<file path="src/aic_pkg.sv">
// Package with register map, field positions, timing and types of the interrupt core
package aic_pkg;

   // Engine slots, also the bit order of routing and flag vectors
   localparam int ENG_N = 8;
   localparam int E_DATA = 0;
   localparam int E_LOW = 1;
   localparam int E_HIGH = 2;
   localparam int E_SLOPE = 3;
   localparam int E_NOMOT = 4;
   localparam int E_TAP = 5;
   localparam int E_ORIENT = 6;
   localparam int E_FLAT = 7;

   // Register indices; byte address is four times the index
   localparam logic [7:0] REG_FLAGS_A_IDX = 8'h09;
   localparam logic [7:0] REG_FLAGS_B_IDX = 8'h0A;
   localparam logic [7:0] REG_EN_A_IDX = 8'h16;
   localparam logic [7:0] REG_EN_B_IDX = 8'h17;
   localparam logic [7:0] REG_ROUTE_A_IDX = 8'h19;
   localparam logic [7:0] REG_ROUTE_B_IDX = 8'h1B;
   localparam logic [7:0] REG_SRC_IDX = 8'h1E;
   localparam logic [7:0] REG_OUTCTL_IDX = 8'h20;
   localparam logic [7:0] REG_HOLD_IDX = 8'h21;
   localparam logic [7:0] REG_SLOPE_DUR_IDX = 8'h27;
   localparam logic [7:0] REG_THRESH_IDX = 8'h28;
   localparam logic [7:0] REG_RST = 8'h00;

   // Field positions
   localparam int ND_EN_BIT = 4;
   localparam int NOMOT_EN_BIT = 0;
   localparam int ND_FLAG_BIT = 7;
   localparam int LATCH_CLR_BIT = 7;
   localparam int POL_A_BIT = 0;
   localparam int OD_A_BIT = 1;
   localparam int POL_B_BIT = 2;
   localparam int OD_B_BIT = 3;
   localparam int EN_A_LOW_BIT = 3;
   localparam int EN_A_HIGH_BIT = 4;
   localparam int EN_A_TAP_BIT = 5;
   localparam int EN_A_ORIENT_BIT = 6;
   localparam int EN_A_FLAT_BIT = 7;
   localparam int SRC_DATA_BIT = 0;
   localparam int SRC_TAP_BIT = 1;
   localparam int SRC_NOMOT_BIT = 2;
   localparam int SRC_SLOPE_BIT = 3;
   localparam int SRC_HIGH_BIT = 4;
   localparam int SRC_LOW_BIT = 5;
   localparam int MOTION_THRESHOLD_SHIFT = 4;

   // Hold-mode codes
   localparam logic [3:0] MODE_NL0 = 4'h0;
   localparam logic [3:0] MODE_NL1 = 4'h8;
   localparam logic [3:0] MODE_LAT0 = 4'h7;
   localparam logic [3:0] MODE_LAT1 = 4'hF;

   // Times in microseconds and their cycle counts at 200 MHz
   localparam int CLK_MHZ = 200;
   localparam int HOLD_UNIT_US = 250;
   localparam int ND_GAP_US = 50;
   localparam int AUTO_CLR_US = 12500;
   localparam int HOLD_UNIT_CYC_DEF = HOLD_UNIT_US * CLK_MHZ;
   localparam int ND_GAP_CYC_DEF = ND_GAP_US * CLK_MHZ;
   localparam int AUTO_CLR_CYC_DEF = AUTO_CLR_US * CLK_MHZ;

   typedef enum logic [1:0] {MD_NONLATCH, MD_TIMED, MD_LATCH} aic_mode_t;

   typedef struct packed {
      logic valid;
      logic signed [13:0] x;
      logic signed [13:0] y;
      logic signed [13:0] z;
   } aic_sample_t;

   typedef struct packed {
      logic psel;
      logic penable;
      logic pwrite;
      logic [11:0] paddr;
      logic [31:0] pwdata;
   } aic_apb_req_t;

   typedef struct packed {
      logic [31:0] prdata;
      logic pready;
      logic pslverr;
   } aic_apb_rsp_t;

   typedef struct packed {
      logic o;
      logic oe;
   } aic_pin_t;

   // Hold period of a timed code, in units of 250 us
   function automatic logic [15:0] hold_units(input logic [3:0] code);
      logic [15:0] u;
      u = 16'h0001;
      unique case (code)
         4'h1: u = 16'd1000;
         4'h2: u = 16'd2000;
         4'h3: u = 16'd4000;
         4'h4: u = 16'd8000;
         4'h5: u = 16'd16000;
         4'h6: u = 16'd32000;
         4'h9: u = 16'd1;
         4'hA: u = 16'd2;
         4'hB: u = 16'd4;
         4'hC: u = 16'd50;
         4'hD: u = 16'd100;
         4'hE: u = 16'd200;
         default: u = 16'h0001;
      endcase
      return u;
   endfunction : hold_units

endpackage : aic_pkg

</file>
<file path="src/aic_interrupt_ctrl.sv">
// Interrupt controller core: eight engines, hold modes, pin routing, APB registers
//
// Notes on behaviour
// (RULE_01) Eight engines, enabled ones set flag and pin
// (RULE_02) Each pin is OR of routed sources
// (RULE_03) Flags update only on new sample write
// (RULE_04) Disabling an engine clears its flags immediately
// (RULE_05) Shared mode field: non-latched, latched or timed
// (RULE_06) Timed mode clears after coded hold period
// (RULE_07) Active condition blocks clearing
// (RULE_08) Non-latched clears when condition ends; some auto-clear
// (RULE_09) Latch-clear bit 7 clears; reassert on update
// (RULE_10) Source select picks filtered or unfiltered input
// (RULE_11) Host disables, reconfigures, waits 10 ms, re-enables
// (RULE_12) Routing registers connect sources to pins
// (RULE_13) Polarity bits 0 and 2 set active level
// (RULE_14) Bits 1 and 3 select open-drain driver
// (RULE_15) New-sample flag clears at acquisition, 50 us gap
// (RULE_16) New-sample always non-latched, enable and status bits
// (RULE_17) First new-sample after wake may come late
// (RULE_18) Slope is absolute difference versus threshold
// (RULE_19) Slope changes after N consecutive points
// (RULE_20) Any axis asserts; all axes below clear
// (RULE_21) Eight-bit unsigned slope threshold
// (RULE_22) Hold counted per engine from flag assertion
// (RULE_23) Reset clears flags, pins inactive
`timescale 1ns/1ps
`default_nettype none

module aic_interrupt_ctrl #(
   parameter int unsigned HOLD_UNIT_CYC = aic_pkg::HOLD_UNIT_CYC_DEF,
   parameter int unsigned ND_GAP_CYC = aic_pkg::ND_GAP_CYC_DEF,
   parameter int unsigned AUTO_CLR_CYC = aic_pkg::AUTO_CLR_CYC_DEF
) (
   input wire logic clk,
   input wire logic rst_n,
   input wire logic ce,
   input wire aic_pkg::aic_apb_req_t apb_req,
   output aic_pkg::aic_apb_rsp_t apb_rsp,
   input wire aic_pkg::aic_sample_t samp_filt,
   input wire aic_pkg::aic_sample_t samp_unf,
   input wire logic acc_wr,
   input wire logic acq_start,
   input wire logic [7:0] ext_cond_filt,
   input wire logic [7:0] ext_cond_unf,
   output aic_pkg::aic_pin_t irq_pin_a,
   output aic_pkg::aic_pin_t irq_pin_b
);
   import aic_pkg::*;

   typedef struct packed {
      logic [7:0] en_a;
      logic [7:0] en_b;
      logic [7:0] route_a;
      logic [7:0] route_b;
      logic [7:0] src;
      logic [7:0] outctl;
      logic [3:0] hold;
      logic [1:0] slope_dur;
      logic [7:0] thresh;
      logic [7:0] flags;
      logic [7:0][31:0] hold_cnt;
      logic [31:0] nd_gap;
      logic prev_ok;
      logic signed [13:0] prev_x;
      logic signed [13:0] prev_y;
      logic signed [13:0] prev_z;
      logic slope_cond;
      logic [2:0] above_cnt;
      logic [2:0] below_cnt;
      aic_pin_t pin_a;
      aic_pin_t pin_b;
      logic [31:0] prdata;
   } aic_state_t;

   aic_state_t st_r;
   aic_state_t st_nxt;

   logic [7:0] idx;
   logic [7:0] rd8;
   logic [7:0] cond;
   logic [7:0] en_vec;
   logic [7:0] act_a_v;
   logic [7:0] act_b_v;
   logic hit;
   logic wr;
   logic latch_clr;
   logic upd;
   logic any_above;
   logic [2:0] need_n;
   logic [31:0] lim;
   aic_mode_t mode;
   aic_sample_t sl;

   // Absolute difference of two signed samples, one bit wider
   function automatic logic [14:0] absdiff(input logic signed [13:0] a,
                                           input logic signed [13:0] b);
      logic signed [14:0] d;
      d = {a[13], a} - {b[13], b};
      return d[14] ? 15'(-d) : d;
   endfunction : absdiff

   // Map of the sixteen mode codes onto the three behaviours
   function automatic aic_mode_t decode_mode(input logic [3:0] code);
      if (code == MODE_NL0 || code == MODE_NL1) begin
         return MD_NONLATCH;
      end else if (code == MODE_LAT0 || code == MODE_LAT1) begin
         return MD_LATCH;
      end else begin
         return MD_TIMED;
      end
   endfunction : decode_mode

   // Address decode; misaligned or out-of-window addresses miss
   function automatic logic reg_hit(input logic [11:0] a);
      logic [7:0] i;
      i = a[9:2];
      return (a[1:0] == 2'b00) && (a[11:10] == 2'b00) &&
         (i == REG_FLAGS_A_IDX || i == REG_FLAGS_B_IDX ||
          i == REG_EN_A_IDX || i == REG_EN_B_IDX ||
          i == REG_ROUTE_A_IDX || i == REG_ROUTE_B_IDX ||
          i == REG_SRC_IDX || i == REG_OUTCTL_IDX || i == REG_HOLD_IDX ||
          i == REG_SLOPE_DUR_IDX || i == REG_THRESH_IDX);
   endfunction : reg_hit

   // Zero-wait slave; a frozen core stretches the access phase
   assign apb_rsp.prdata = st_r.prdata;
   assign apb_rsp.pready = ce;
   assign apb_rsp.pslverr = apb_req.psel & apb_req.penable & ~hit;
   assign irq_pin_a = st_r.pin_a;
   assign irq_pin_b = st_r.pin_b;

   // Next-state logic for registers, engines and pins
   always_comb begin
      st_nxt = st_r;
      idx = apb_req.paddr[9:2];
      hit = reg_hit(apb_req.paddr);
      wr = apb_req.psel & apb_req.penable & apb_req.pwrite & hit;
      latch_clr = wr && (idx == REG_HOLD_IDX) &&
         apb_req.pwdata[LATCH_CLR_BIT];
      upd = acc_wr;
      mode = decode_mode(st_r.hold);
      lim = HOLD_UNIT_CYC * 32'(hold_units(st_r.hold));
      need_n = {1'b0, st_r.slope_dur} + 3'h1;
      any_above = 1'b0;
      rd8 = 8'h00;

      // Read data is captured in the setup phase
      unique case (idx)
         REG_FLAGS_A_IDX: rd8 = {st_r.flags[7:1], 1'b0};
         REG_FLAGS_B_IDX: rd8 = {st_r.flags[E_DATA], 7'h00}; // RULE_16
         REG_EN_A_IDX: rd8 = st_r.en_a;
         REG_EN_B_IDX: rd8 = st_r.en_b;
         REG_ROUTE_A_IDX: rd8 = st_r.route_a;
         REG_ROUTE_B_IDX: rd8 = st_r.route_b;
         REG_SRC_IDX: rd8 = {2'b00, st_r.src[5:0]};
         REG_OUTCTL_IDX: rd8 = {4'h0, st_r.outctl[3:0]};
         REG_HOLD_IDX: rd8 = {4'h0, st_r.hold};
         REG_SLOPE_DUR_IDX: rd8 = {6'h00, st_r.slope_dur};
         REG_THRESH_IDX: rd8 = st_r.thresh;
         default: rd8 = 8'h00;
      endcase
      if (apb_req.psel && !apb_req.penable) begin
         st_nxt.prdata = {24'h000000, rd8};
      end

      // Register writes take effect in the access phase
      if (wr) begin
         unique case (idx)
            REG_EN_A_IDX: st_nxt.en_a = apb_req.pwdata[7:0];
            REG_EN_B_IDX: st_nxt.en_b = apb_req.pwdata[7:0];
            REG_ROUTE_A_IDX: st_nxt.route_a = apb_req.pwdata[7:0];
            REG_ROUTE_B_IDX: st_nxt.route_b = apb_req.pwdata[7:0];
            REG_SRC_IDX: st_nxt.src = {2'b00, apb_req.pwdata[5:0]};
            REG_OUTCTL_IDX: st_nxt.outctl = {4'h0, apb_req.pwdata[3:0]};
            REG_HOLD_IDX: st_nxt.hold = apb_req.pwdata[3:0]; // RULE_05
            REG_SLOPE_DUR_IDX: st_nxt.slope_dur = apb_req.pwdata[1:0];
            REG_THRESH_IDX: st_nxt.thresh = apb_req.pwdata[7:0]; // RULE_21
            default: st_nxt.flags = st_nxt.flags;
         endcase
      end

      // Slope engine runs on the chosen data stream
      sl = st_r.src[SRC_SLOPE_BIT] ? samp_unf : samp_filt; // RULE_10
      if (sl.valid) begin
         st_nxt.prev_x = sl.x;
         st_nxt.prev_y = sl.y;
         st_nxt.prev_z = sl.z;
         st_nxt.prev_ok = 1'b1;
         any_above = // RULE_18 RULE_21
            (st_r.en_a[0] && absdiff(sl.x, st_r.prev_x) >
             {3'b000, st_r.thresh, 4'h0}) ||
            (st_r.en_a[1] && absdiff(sl.y, st_r.prev_y) >
             {3'b000, st_r.thresh, 4'h0}) ||
            (st_r.en_a[2] && absdiff(sl.z, st_r.prev_z) >
             {3'b000, st_r.thresh, 4'h0}); // RULE_20
         if (st_r.prev_ok && any_above) begin
            st_nxt.below_cnt = 3'h0;
            if (st_r.above_cnt < need_n) begin
               st_nxt.above_cnt = st_r.above_cnt + 3'h1;
            end
            if (st_r.above_cnt + 3'h1 >= need_n) begin
               st_nxt.slope_cond = 1'b1; // RULE_19
            end
         end else if (st_r.prev_ok) begin
            st_nxt.above_cnt = 3'h0;
            if (st_r.below_cnt < need_n) begin
               st_nxt.below_cnt = st_r.below_cnt + 3'h1;
            end
            if (st_r.below_cnt + 3'h1 >= need_n) begin
               st_nxt.slope_cond = 1'b0; // RULE_19 RULE_20
            end
         end
      end

      // Enables come from the freshly written values, so a disable acts now
      en_vec[E_DATA] = st_nxt.en_b[ND_EN_BIT]; // RULE_16
      en_vec[E_LOW] = st_nxt.en_a[EN_A_LOW_BIT];
      en_vec[E_HIGH] = st_nxt.en_a[EN_A_HIGH_BIT];
      en_vec[E_SLOPE] = |st_nxt.en_a[2:0];
      en_vec[E_NOMOT] = st_nxt.en_b[NOMOT_EN_BIT];
      en_vec[E_TAP] = st_nxt.en_a[EN_A_TAP_BIT];
      en_vec[E_ORIENT] = st_nxt.en_a[EN_A_ORIENT_BIT];
      en_vec[E_FLAT] = st_nxt.en_a[EN_A_FLAT_BIT];

      // Conditions; orientation and level pose always see filtered data
      cond[E_DATA] = 1'b0;
      cond[E_LOW] = st_r.src[SRC_LOW_BIT] ? ext_cond_unf[E_LOW] :
         ext_cond_filt[E_LOW]; // RULE_10
      cond[E_HIGH] = st_r.src[SRC_HIGH_BIT] ? ext_cond_unf[E_HIGH] :
         ext_cond_filt[E_HIGH];
      cond[E_SLOPE] = st_r.slope_cond;
      cond[E_NOMOT] = st_r.src[SRC_NOMOT_BIT] ? ext_cond_unf[E_NOMOT] :
         ext_cond_filt[E_NOMOT];
      cond[E_TAP] = st_r.src[SRC_TAP_BIT] ? ext_cond_unf[E_TAP] :
         ext_cond_filt[E_TAP];
      cond[E_ORIENT] = ext_cond_filt[E_ORIENT];
      cond[E_FLAT] = ext_cond_filt[E_FLAT];

      // Motion engines: set on sample write, clear by mode
      for (int e = 1; e < ENG_N; e++) begin
         if (st_r.flags[e] && st_r.hold_cnt[e] != 32'hFFFF_FFFF) begin
            st_nxt.hold_cnt[e] = st_r.hold_cnt[e] + 32'h1; // RULE_22
         end
         if (st_r.flags[e]) begin
            unique case (mode)
               MD_NONLATCH: begin
                  if (e == E_ORIENT || e == E_FLAT) begin
                     if (!cond[e] && st_r.hold_cnt[e] >= AUTO_CLR_CYC) begin
                        st_nxt.flags[e] = 1'b0; // RULE_08 RULE_07
                     end
                  end else if (upd && !cond[e]) begin
                     st_nxt.flags[e] = 1'b0; // RULE_08 RULE_03
                  end
               end
               MD_TIMED: begin
                  if (!cond[e] && st_r.hold_cnt[e] >= lim) begin
                     st_nxt.flags[e] = 1'b0; // RULE_06 RULE_07
                  end
               end
               MD_LATCH: begin
                  if (latch_clr) begin
                     st_nxt.flags[e] = 1'b0; // RULE_09
                  end
               end
            endcase
         end
         // A set in the clear cycle wins
         if (upd && cond[e]) begin
            if (!st_nxt.flags[e]) begin
               st_nxt.hold_cnt[e] = 32'h0; // RULE_22
            end
            st_nxt.flags[e] = 1'b1; // RULE_01 RULE_03 RULE_09
         end
      end

      // New-sample engine ignores the mode; gap counter keeps it low
      if (st_r.nd_gap != 32'h0) begin
         st_nxt.nd_gap = st_r.nd_gap - 32'h1;
      end
      if (acq_start && st_r.flags[E_DATA]) begin
         st_nxt.flags[E_DATA] = 1'b0; // RULE_15 RULE_16
         st_nxt.nd_gap = ND_GAP_CYC;
      end
      // Late first sample after wake only delays acc_wr upstream
      if (upd && st_r.nd_gap == 32'h0) begin
         st_nxt.flags[E_DATA] = 1'b1; // RULE_15 RULE_17
      end

      st_nxt.flags = st_nxt.flags & en_vec; // RULE_04

      // Pins follow the next flags so they never lag the status
      act_a_v = st_nxt.flags & st_nxt.route_a; // RULE_12
      act_b_v = st_nxt.flags & st_nxt.route_b; // RULE_12
      st_nxt.pin_a.o = st_nxt.outctl[POL_A_BIT] ? (|act_a_v) :
         !(|act_a_v); // RULE_02 RULE_13
      st_nxt.pin_b.o = st_nxt.outctl[POL_B_BIT] ? (|act_b_v) :
         !(|act_b_v); // RULE_02 RULE_13
      // Open drain only drives the active level; the pull sets the rest
      st_nxt.pin_a.oe = !st_nxt.outctl[OD_A_BIT] || (|act_a_v); // RULE_14
      st_nxt.pin_b.oe = !st_nxt.outctl[OD_B_BIT] || (|act_b_v); // RULE_14
   end

   // State register; polarity resets to active low so pins idle high
   always_ff @(posedge clk or negedge rst_n) begin
      if (!rst_n) begin
         st_r <= '0;
         st_r.en_a <= REG_RST;
         st_r.pin_a <= '{o: 1'b1, oe: 1'b1}; // RULE_23
         st_r.pin_b <= '{o: 1'b1, oe: 1'b1}; // RULE_23
      end else if (ce) begin
         st_r <= st_nxt;
      end
   end
endmodule : aic_interrupt_ctrl

`default_nettype wire

</file>
<file path="config.mk">
export PLATFORM = sky130hd
export DESIGN_NAME = aic_interrupt_ctrl
export DESIGN_NICKNAME = d
export VERILOG_FILES = /design/src/aic_pkg.sv /design/src/aic_interrupt_ctrl.sv
export SDC_FILE = /design/constraint.sdc
export NUM_CORES = 1
export LEC_CHECK = 0
export ABC_CLOCK_PERIOD_IN_PS = 8400
export BUFFER_PORTS_ARGS = -buffer_cell sky130_fd_sc_hd__buf_4
export CAP_MARGIN = 20
export CORE_ASPECT_RATIO = 0.8
export CORE_MARGIN = 4
export CORE_UTILIZATION = 45
export CTS_CLUSTER_SIZE = 16
export DETAILED_ROUTE_END_ITERATION = 16
export PLACE_DENSITY = 0.75
export SETUP_SLACK_MARGIN = 0.15
export SYNTH_ARGS = -nofsm -noshare
export SYNTH_HDL_FRONTEND = slang
export SYNTH_SLANG_ARGS = --single-unit
export TNS_END_PERCENT = 10
</file>
<file path="constraint.sdc">
create_clock -name clk -period 8.4 [get_ports clk]
set_input_delay 1.26 -clock clk [delete_from_list [all_inputs] [get_ports clk]]
set_output_delay 1.26 -clock clk [all_outputs]
set_load 0.005 [all_outputs]
</file>
Word level (Yosys, flattened, before mapping)
Memory sizes are Yosys's and may differ from the RTL's. Index checks and enable logic that the tools add are counted.

Memories: 1. Output and inout port bits: 38. Word-level logic and storage cells: 286. ROM bits: 240. Register bits: 382. Input port bits: 154.

Mux-type cells: 96. Reductions and logical operators: 91. Magnitude comparators: 16. Add/sub/neg operators: 17. Bitwise operators: 8. Multipliers: 1. Eq/ne operators: 25.

Memory list: (no name shown) (depth 16, width 15, rd ports 1, clocked after Yosys merged registers in 0, write ports 0, RTL line aic_pkg.sv:98) `unique case (code)`.

Operators by type and width (count): $mux W32 (23); $add A32 B1 Y32 const B (7); $ge A32 B32 Y1 (7); $ne A32 B32 Y1 const B (7); $pmux W8 S11 (1); $mux W70 (1); $ge A32 B22 Y1 const B (2); $gt A15 B12 Y1 (3); $mux W1 (45); $mux W15 (3); $neg A15 Y15 (3); $sub A14 B14 Y15 (3); $mux W43 (1); $eq A8 B5 Y1 const B (5); $mux W8 (5); $logic_and A1 B1 Y1 (39); $eq A8 B6 Y1 const B (4); $logic_not A32 Y1 (1); $reduce_bool A32 Y1 (1); $sub A32 B1 Y32 const B (1); $mul A12 B16 Y28 const A (1); $and A8 B8 Y8 (3); $pmux W1 S3 (7); $eq A8 B4 Y1 const B (2); 27 further kinds (79).

Depth between registers and ports, before layout
Gate-level depths: netlist of run 1.

Word-level depth: 24. Mapped depth: 37. Depth with buffers taken out: 36.

Least setup slack after synthesis of run 1
No wires, ideal clock.

Kind: register to register. Start point: reg st_r[393] in the netlist's numbering. End point: reg st_r, in the netlist irq_pin_a[0]. Path buffers: 0. Required time: 8317 ps. Stages on the path, launching flop included: 34. Clock period less this slack: 8734 ps. Setup time: 83 ps. Setup slack: -334 ps. Arrival: 8650 ps. Path through: dfrtp_1 > inv_1 > ha_1 > mux2i_1 > o21ai_0 > ha_1 > ha_1 > xor2_1 > ha_1 > fa_1 > inv_1 > fa_1 > inv_1 > ha_1 > nand4_1 > or4b_1 > nor2b_1 > o21ai_0 > a221o_1 > a21oi_1 > xnor2_1 > ha_1 > nand2_1 > a2111oi_0 > a221oi_1 > o21ai_0 > o32ai_1 > o211ai_1 > a2111oi_0 > a211oi_1 > nor2_1 > or4_1 > or3_1 > o32a_1.

Cells in the longest elaborated chain, start to end: 12. Elaborated cells between the ends (all ways): 59. Those cells by class: 1 x mul; 7 x order compare; 5 x eq/ne; 30 x mux; 2 x bitwise; 13 x reduce/logical; 1 x memory.

RTL lines: start: declaration (RTL line aic_interrupt_ctrl.sv:76) `aic_state_t st_r;`; start signal: assignment (RTL line aic_interrupt_ctrl.sv:312) `st_r <= st_nxt;`; $mem_v2 Z16 W15 (tied with other cells); $mul A12 B16 Y28 or $logic_or A1 B1 Y1 (tied branches) (RTL line aic_interrupt_ctrl.sv:143, aic_interrupt_ctrl.sv:107); $ge A32 B32 Y1 or $mux W2 (tied branches) (RTL line aic_interrupt_ctrl.sv:257, aic_interrupt_ctrl.sv:107); $logic_and A1 B1 Y1 or $mux W2 (tied branches) (RTL line aic_interrupt_ctrl.sv:257, aic_interrupt_ctrl.sv:105); $mux W1 (tied with other cells) (RTL line aic_interrupt_ctrl.sv:257) `if (!cond[e] && st_r.hold_cnt[e] >= lim) begin`; $pmux W1 S3 (RTL line aic_interrupt_ctrl.sv:246) `unique case (mode)`; $mux W1 (RTL line aic_interrupt_ctrl.sv:245) `if (st_r.flags[e]) begin`; $mux W1 (RTL line aic_interrupt_ctrl.sv:269) `if (upd && cond[e]) begin`; $and A8 B8 Y8 (*) (RTL line aic_interrupt_ctrl.sv:290) `st_nxt.flags = st_nxt.flags & en_vec;`; $and A8 B8 Y8 (*) (RTL line aic_interrupt_ctrl.sv:293) `act_a_v = st_nxt.flags & st_nxt.route_a;`; $reduce_or A8 Y1 (*) (RTL line aic_interrupt_ctrl.sv:300) `st_nxt.pin_a.oe = !st_nxt.outctl[OD_A_BIT] || (|act_a_v);`; $logic_or A1 B1 Y1 (*) (RTL line aic_interrupt_ctrl.sv:300).

Every way passes the cells marked *; elsewhere a longest branch is shown, timed or not. A chain may end at the register's enable or synchronous reset.

Final worst setup path of run 1
Start point: reg st_r[392] in the netlist's numbering. End point: reg st_r, in the netlist irq_pin_a[0].

The elaborated chain is that of the path after synthesis.

==> results of run 1 <==
## layout make-up
| cell class | count | area share [%] |
|---|---|---|
| clock inverters | 16 | 0.480 |
| diodes | 4 | 0.0272 |
| flip-flops and latches | 382 | 26.0 |
| well taps | 924 | 3.14 |
| inverters | 251 | 2.58 |
| multi-input cells | 2850 | 57.8 |
| repair buffers | 295 | 6.40 |
| clock buffers | 65 | 3.54 |
## how the worst max path moves through the flow
| stage | slack [ps] | to | cells past startpoint |
|---|---|---|---|
| floorplan | 210 | irq_pin_a[0] | 35 |
| global placement | -140 | irq_pin_a[0] | 33 |
| detailed placement | -170 | irq_pin_b[1] | 30 |
| CTS | 150 | irq_pin_a[0] | 36 |
| global route | -300 | irq_pin_a[0] | 36 |
| finish | 30 | irq_pin_a[0] | 37 |
## cell usage after synthesis (12+ instances only)
cell and n:
nor2_1 418, dfrtp_1 378, ha_1 373, nand2_1 300, inv_1 250, o21ai_0 173, a21oi_1 164, xnor2_1 164
xor2_1 144, nand3_1 110, mux2_2 102, nand4_1 94, clkbuf_1 73, nor3_1 64, mux2i_1 51, or3_1 47
a21o_1 44, and3_1 40, buf_4 38, fa_1 35, nor2b_1 34, and2_1 31, nor4_1 30, o21a_1 30
a211oi_1 27, and4_1 27, o31ai_1 19, a31oi_1 18, o211ai_1 18, nand2b_1 16, or2_2 16, or4_1 14
a2111oi_0 12, o22ai_1 12
## flip-flops by register name (all words and copies together) (netlist names)
register	flops
apb_rsp	8
cond	1
irq_pin_a	2
irq_pin_b	2
st_r	369
## metal layers
metal	global-route usage [%]	vias to the layer above	routed length, um
li1	-	13200	-
met1	33.5	13315	40500
met2	34.4	1034	38200
met3	4.18	189	7840
met4	9.21	2	4060
met5	0	-	13
## power breakdown
| part | switching (mW) | internal, mW | total, mW |
|---|---|---|---|
| Combinational | 0.596 | 0.462 | 1.06 |
| Clock | 0.829 | 1.17 | 2.00 |
| Sequential | 0.0694 | 1.93 | 2.00 |
## timing repair
action	4_1_cts	5_1_grt
hold buffers	0	0
setup endpoints to repair	37	111
resized for setup	43	99
cloned	0	1
setup buffers	8	18
pin swaps	20	57
## layout by cell type, fill, tap and decap left out, types with 51 or more instances in the layout
cell and n:
xnor2_1 160, nor2_1 413, nand4_1 94, a21oi_1 158, buf_4 279, mux2i_1 51, xor2_1 140, o21ai_0 161
mux2_2 102, ha_1 344, dfrtp_1 374, nand2_1 292, nor3_1 63, nand3_1 109, inv_1 243
## kinds of logic after synthesis
group                      Yosys count  share of synthesized area (%)
AOI/OAI and AO/OA                  667                           14.0
and+or+nand+nor                   1283                           19.6
xor gates and xnor gates           310                           8.68
muxes                              153                           5.25
other                                1                         0.0119
adders and majority gates          413                           17.1
buffers and inverters              381                           5.05
DFF                                382                           30.3
## through the flow
stage	setup WS (ps)	TNS (ps)	utilization (%)	hold WS (ps)
after floorplan	208	0	-	440
after global placement	-139	-349	49.6	452
after detailed placement	-169	-2820	49.6	470
after CTS	151	0	52.1	485
after global routing	-299	-967	53.2	511
final	30.0	0	53.2	484
==> run summary, run 1 <==
Mean Syn Cell Area = 8.81 um^2
Hold Crit Endpoint = apb_rsp[2]
EDFF count, synth = 0
Slew Viols, Final = 0
Synth top area share = 29.9%
CP startpoint = st_r[392]
Buf+Inv Stages, Crit Path = 9
initial DRC count = 2,648
Mapped Cells = 3,590
Crit path top cell by count = buf_4
dpl cell area = 34,300 um^2
leakage power = 17.3 nW
hold depth = 1
largest net degree at the start of global routing = 166
global-route wire length before repair = 141,000 um
Period Utilization, post-route = 99.6%
final number of setup-violating endpoints = 0
status = complete, no violations
Area contributors post-synth = dfrtp_1, ha_1, nor2_1, xnor2_1, xor2_1
clk_skew = 34.4 ps
Seq/Total Area, Yosys = 30.3%
Die Height = 245 um
die width = 304 um
r2r worst-path depth = 37
via count = 27.7k
CP Class = reg -> reg
Worst-path clk slew = 60 ps
FF+latch count, synth = 382
Final Hold Viols = 0
GRT Util Overall = 23.2%
IO Port Bufs = 137
CP Capture Type = register
routed vias/inst = 5.79
Max-Cap Viols = 0
CTS Buffer Depth = 3
Worst Hold Class = reg -> reg
Antenna Violating Nets Remaining = 0
register area = 9570 um^2
PwrDens = 137 nW/um^2
placer congestion estimate = 0.931
clock tree from TritonCTS = done
Worst-Margin Slew = 1050 ps
row count = 86
layout cells sized above 1 = 16.4%
Pre-Repair DR Iteration Count = 8
initial antenna violation count = 6
fin area = 36,800 um^2
synth-to-layout area growth = 16.4%
f_max = 119 MHz
headroom to the max-slew limit = 29.0%
# clock sinks = 382
DP Wirelength = 66,100 um
Num CTS Buffers = 44
Yosys Warn Count = 0
root buf cell = clkbuf_16
FFs w/ async S/R, synth = 100%
I/O pin count = 192
max incr delay on CP = 550 ps
Critical Path Source Type = register
Post-Layout Cell Count = 4,787
Worst R2R End = irq_pin_a[0]
Final Power = 5.06 mW
worst r2r src = st_r[392]
CP top delay family = adder cells
Max FO, Critical Path = 4
CP Data Arrival Time = 8880 ps
Multi-input gate area = 21,300 um^2
Final min period = 8370 ps
vias in the first global route = 26.0k
Worst Path Required = 8910 ps
clk_lat worst skew = 610 ps
RSZ-0062 raised after global routing = true
Die ar. = 74,600 um^2
Fillers = 6,114
Post-Syn Area = 31,600 um^2
Cell Count Post-Placement = 4,674
htree depth = 2
Peak supply drop = 133 uV
Core Region = 69,200 um^2
Yosys cell types = 97
drt drc = 0
r2r setup slk = 30 ps
Primary FF master, synth = dfrtp_1
area leader, netlist = dfrtp_1
hold_sp = apb_rsp[2]
CP max-delay cell = fa_1
Layout Nets = 4,386
routed len/inst = 18.9 um
Routed WL = 90,600 um
GRT overflow = 0
Initial Utilization = 45.7%
No activity file was read; power rests on OpenSTA's default activity.
==> inputs of run 2 (changes only) <==
Settings changed: CELL_PAD_IN_SITES_DETAIL_PLACEMENT from default to 1, CELL_PAD_IN_SITES_GLOBAL_PLACEMENT from default to 2, CORE_UTILIZATION 45 to 35, PLACE_DENSITY 0.75 to 0.88.
==> run 2 against run 1 <==
  * Critical path depth is 2 lower
  * Die area is 28% higher
  * Clock-buffer cell count is 4 higher
  * Clock power is 9% higher
  * Largest cell class unchanged
  * Global-route usage is 1.6 points lower
  * Sequential share of layout area is 0.64 points lower
  * Final cell count is 6.7% higher
  * Largest power group is now clock
  * Utilization is 11 points lower
  * Worst setup slack better by 110 ps
  * Cell area is 2.5% higher
  * Via count is 0.78% higher
==> run summary, run 2 (synthesis gave the netlist of run 1 again) <==
row count = 98
routed len/inst = 20.7 um
gr busiest metal = met2
Slew Viols, Final = 0
vias in the first global route = 28.8k
CP top delay family = adder cells
fin area = 37,700 um^2
Die ar. = 95,200 um^2
Cell Count Post-Placement = 4,996
IO Port Bufs = 137
largest net degree at the start of global routing = 153
CP Data Arrival Time = 8800 ps
grt met3 use = 4.73%
max reg flops = 369
via count = 28.0k
Num CTS Buffers = 45
PwrDens = 140 nW/um^2
Buf+Inv Stages, Crit Path = 6
Worst Hold Class = reg -> reg
initial antenna violation count = 4
RSZ-0062 raised after global routing = true
max incr delay on CP = 550 ps
post-route setup TNS = 0 ps
global-route wire length before repair = 165,000 um
Final Hold Viols = 0
CP Class = reg -> reg
Core Region = 89,500 um^2
I/O pin count = 192
die width = 344 um
placer congestion estimate = 0.905
Routed WL = 105,000 um
synth-to-layout area growth = 19.3%
# clock sinks = 382
root buf cell = clkbuf_16
f_max = 121 MHz
Peak supply drop = 129 uV
final number of setup-violating endpoints = 0
clk_lat worst skew = 630 ps
Worst-Margin Slew = 1060 ps
status = complete, no violations
Final WS setup = 143 ps
leakage power = 17.6 nW
Max-Cap Viols = 0
met1 Use GR = 30.5%
CTS Buffer Depth = 3
DP Wirelength = 78,100 um
Period Utilization, post-route = 98.3%
routed vias/inst = 5.47
Largest Register = st_r
Pre-Repair DR Iteration Count = 5
commonest non-fill, non-tap cell in the layout = nor2_1
GRT Util Overall = 21.6%
initial DRC count = 1,628
Post-Layout Cell Count = 5,108
Antenna Violating Nets Remaining = 0
pre-CTS setup slack = -1130 ps
layout cells sized above 1 = 17.6%
CP max-delay cell = fa_1
htree depth = 2
Crit path top cell by count = ha_4
Final Power = 5.26 mW
Worst Path Required = 8950 ps
headroom to the max-slew limit = 27.5%
Critical Path Source Type = register
Layout Nets = 4,431
Post-CTS Hold Fix Bufs = 0
drt drc = 0
final core occ = 42.1%
Die Height = 277 um
hold slack = 477 ps
GRT overflow = 0
clock tree from TritonCTS = done
clk_skew = 45.0 ps
Max FO, Critical Path = 4
most frequent cells in the layout = nor2_1, dfrtp_1, ha_1
met2 GRT Util = 33.2%
Worst-path clk slew = 60 ps
Final min period = 8260 ps
CP Capture Type = register
dpl cell area = 35,100 um^2
Initial Utilization = 35.3%
==> run 2: cell types whose count changed in the layout (fill, tap and decap cells not counted), sizes merged <==
cell and change:
clkbuf +4, diode -2, buf +44, inv -2, clkinvlp -1, bufinv +2
==> run 2: area by class of cell <==
class                      instances  area (um^2)
fill                           10459        51800
multi-input combinational       2850        21300
sequential                       382         9570
timing repair buffer             339         2740
tap                             1200         1500
clock buffer                      69         1380
inverter                         251          948
clock inverter                    15          236
antenna                            2         5.00
==> run 2: tightest hold or removal path: stages, from the launching register on <==
cell	delay (ps)
dfrtp_1	340
inv_1	50
nand2_1	50
==> run 2: power breakdown <==
group / internal, mW / switching (mW) / total, mW
clock: 1.29 / 0.889 / 2.18
combinational: 0.466 / 0.620 / 1.09
sequential: 1.93 / 0.0710 / 2.00
total: 3.68 / 1.58 / 5.26
==> run 2: path summary, 6_finish.rpt <==
check | startpoint | endpoint | slack [ps] | depth (start not counted)
max in group asynchronous | rst_n | st_r[309] | 6090 | 3
min in group asynchronous | rst_n | st_r[288] | 630 | 1
setup / recovery | st_r[393] | irq_pin_b[1] | 140 | 35
hold reg to reg | st_r[85] | st_r[85] | 480 | 2
setup reg to reg | st_r[393] | irq_pin_b[1] | 140 | 35
hold / removal | st_r[85] | st_r[85] | 480 | 2
==> run 2: per-layer routing <==
metal / wire, um / vias up / part of all wire (%)
li1: - / 13256 / -
met1: 49300 / 13994 / 47
met2: 46600 / 578 / 44
met3: 6870 / 125 / 6.5
met4: 2690 / 4 / 2.5
met5: 30 / - / 0.028
==> run 2: timing repair <==
item | in CTS | in global routing
cloned | 0 | 1
pin swaps | 43 | 51
setup buffers | 11 | 14
endpoints found under the setup margin | 162 | 131
gates resized for setup | 89 | 66
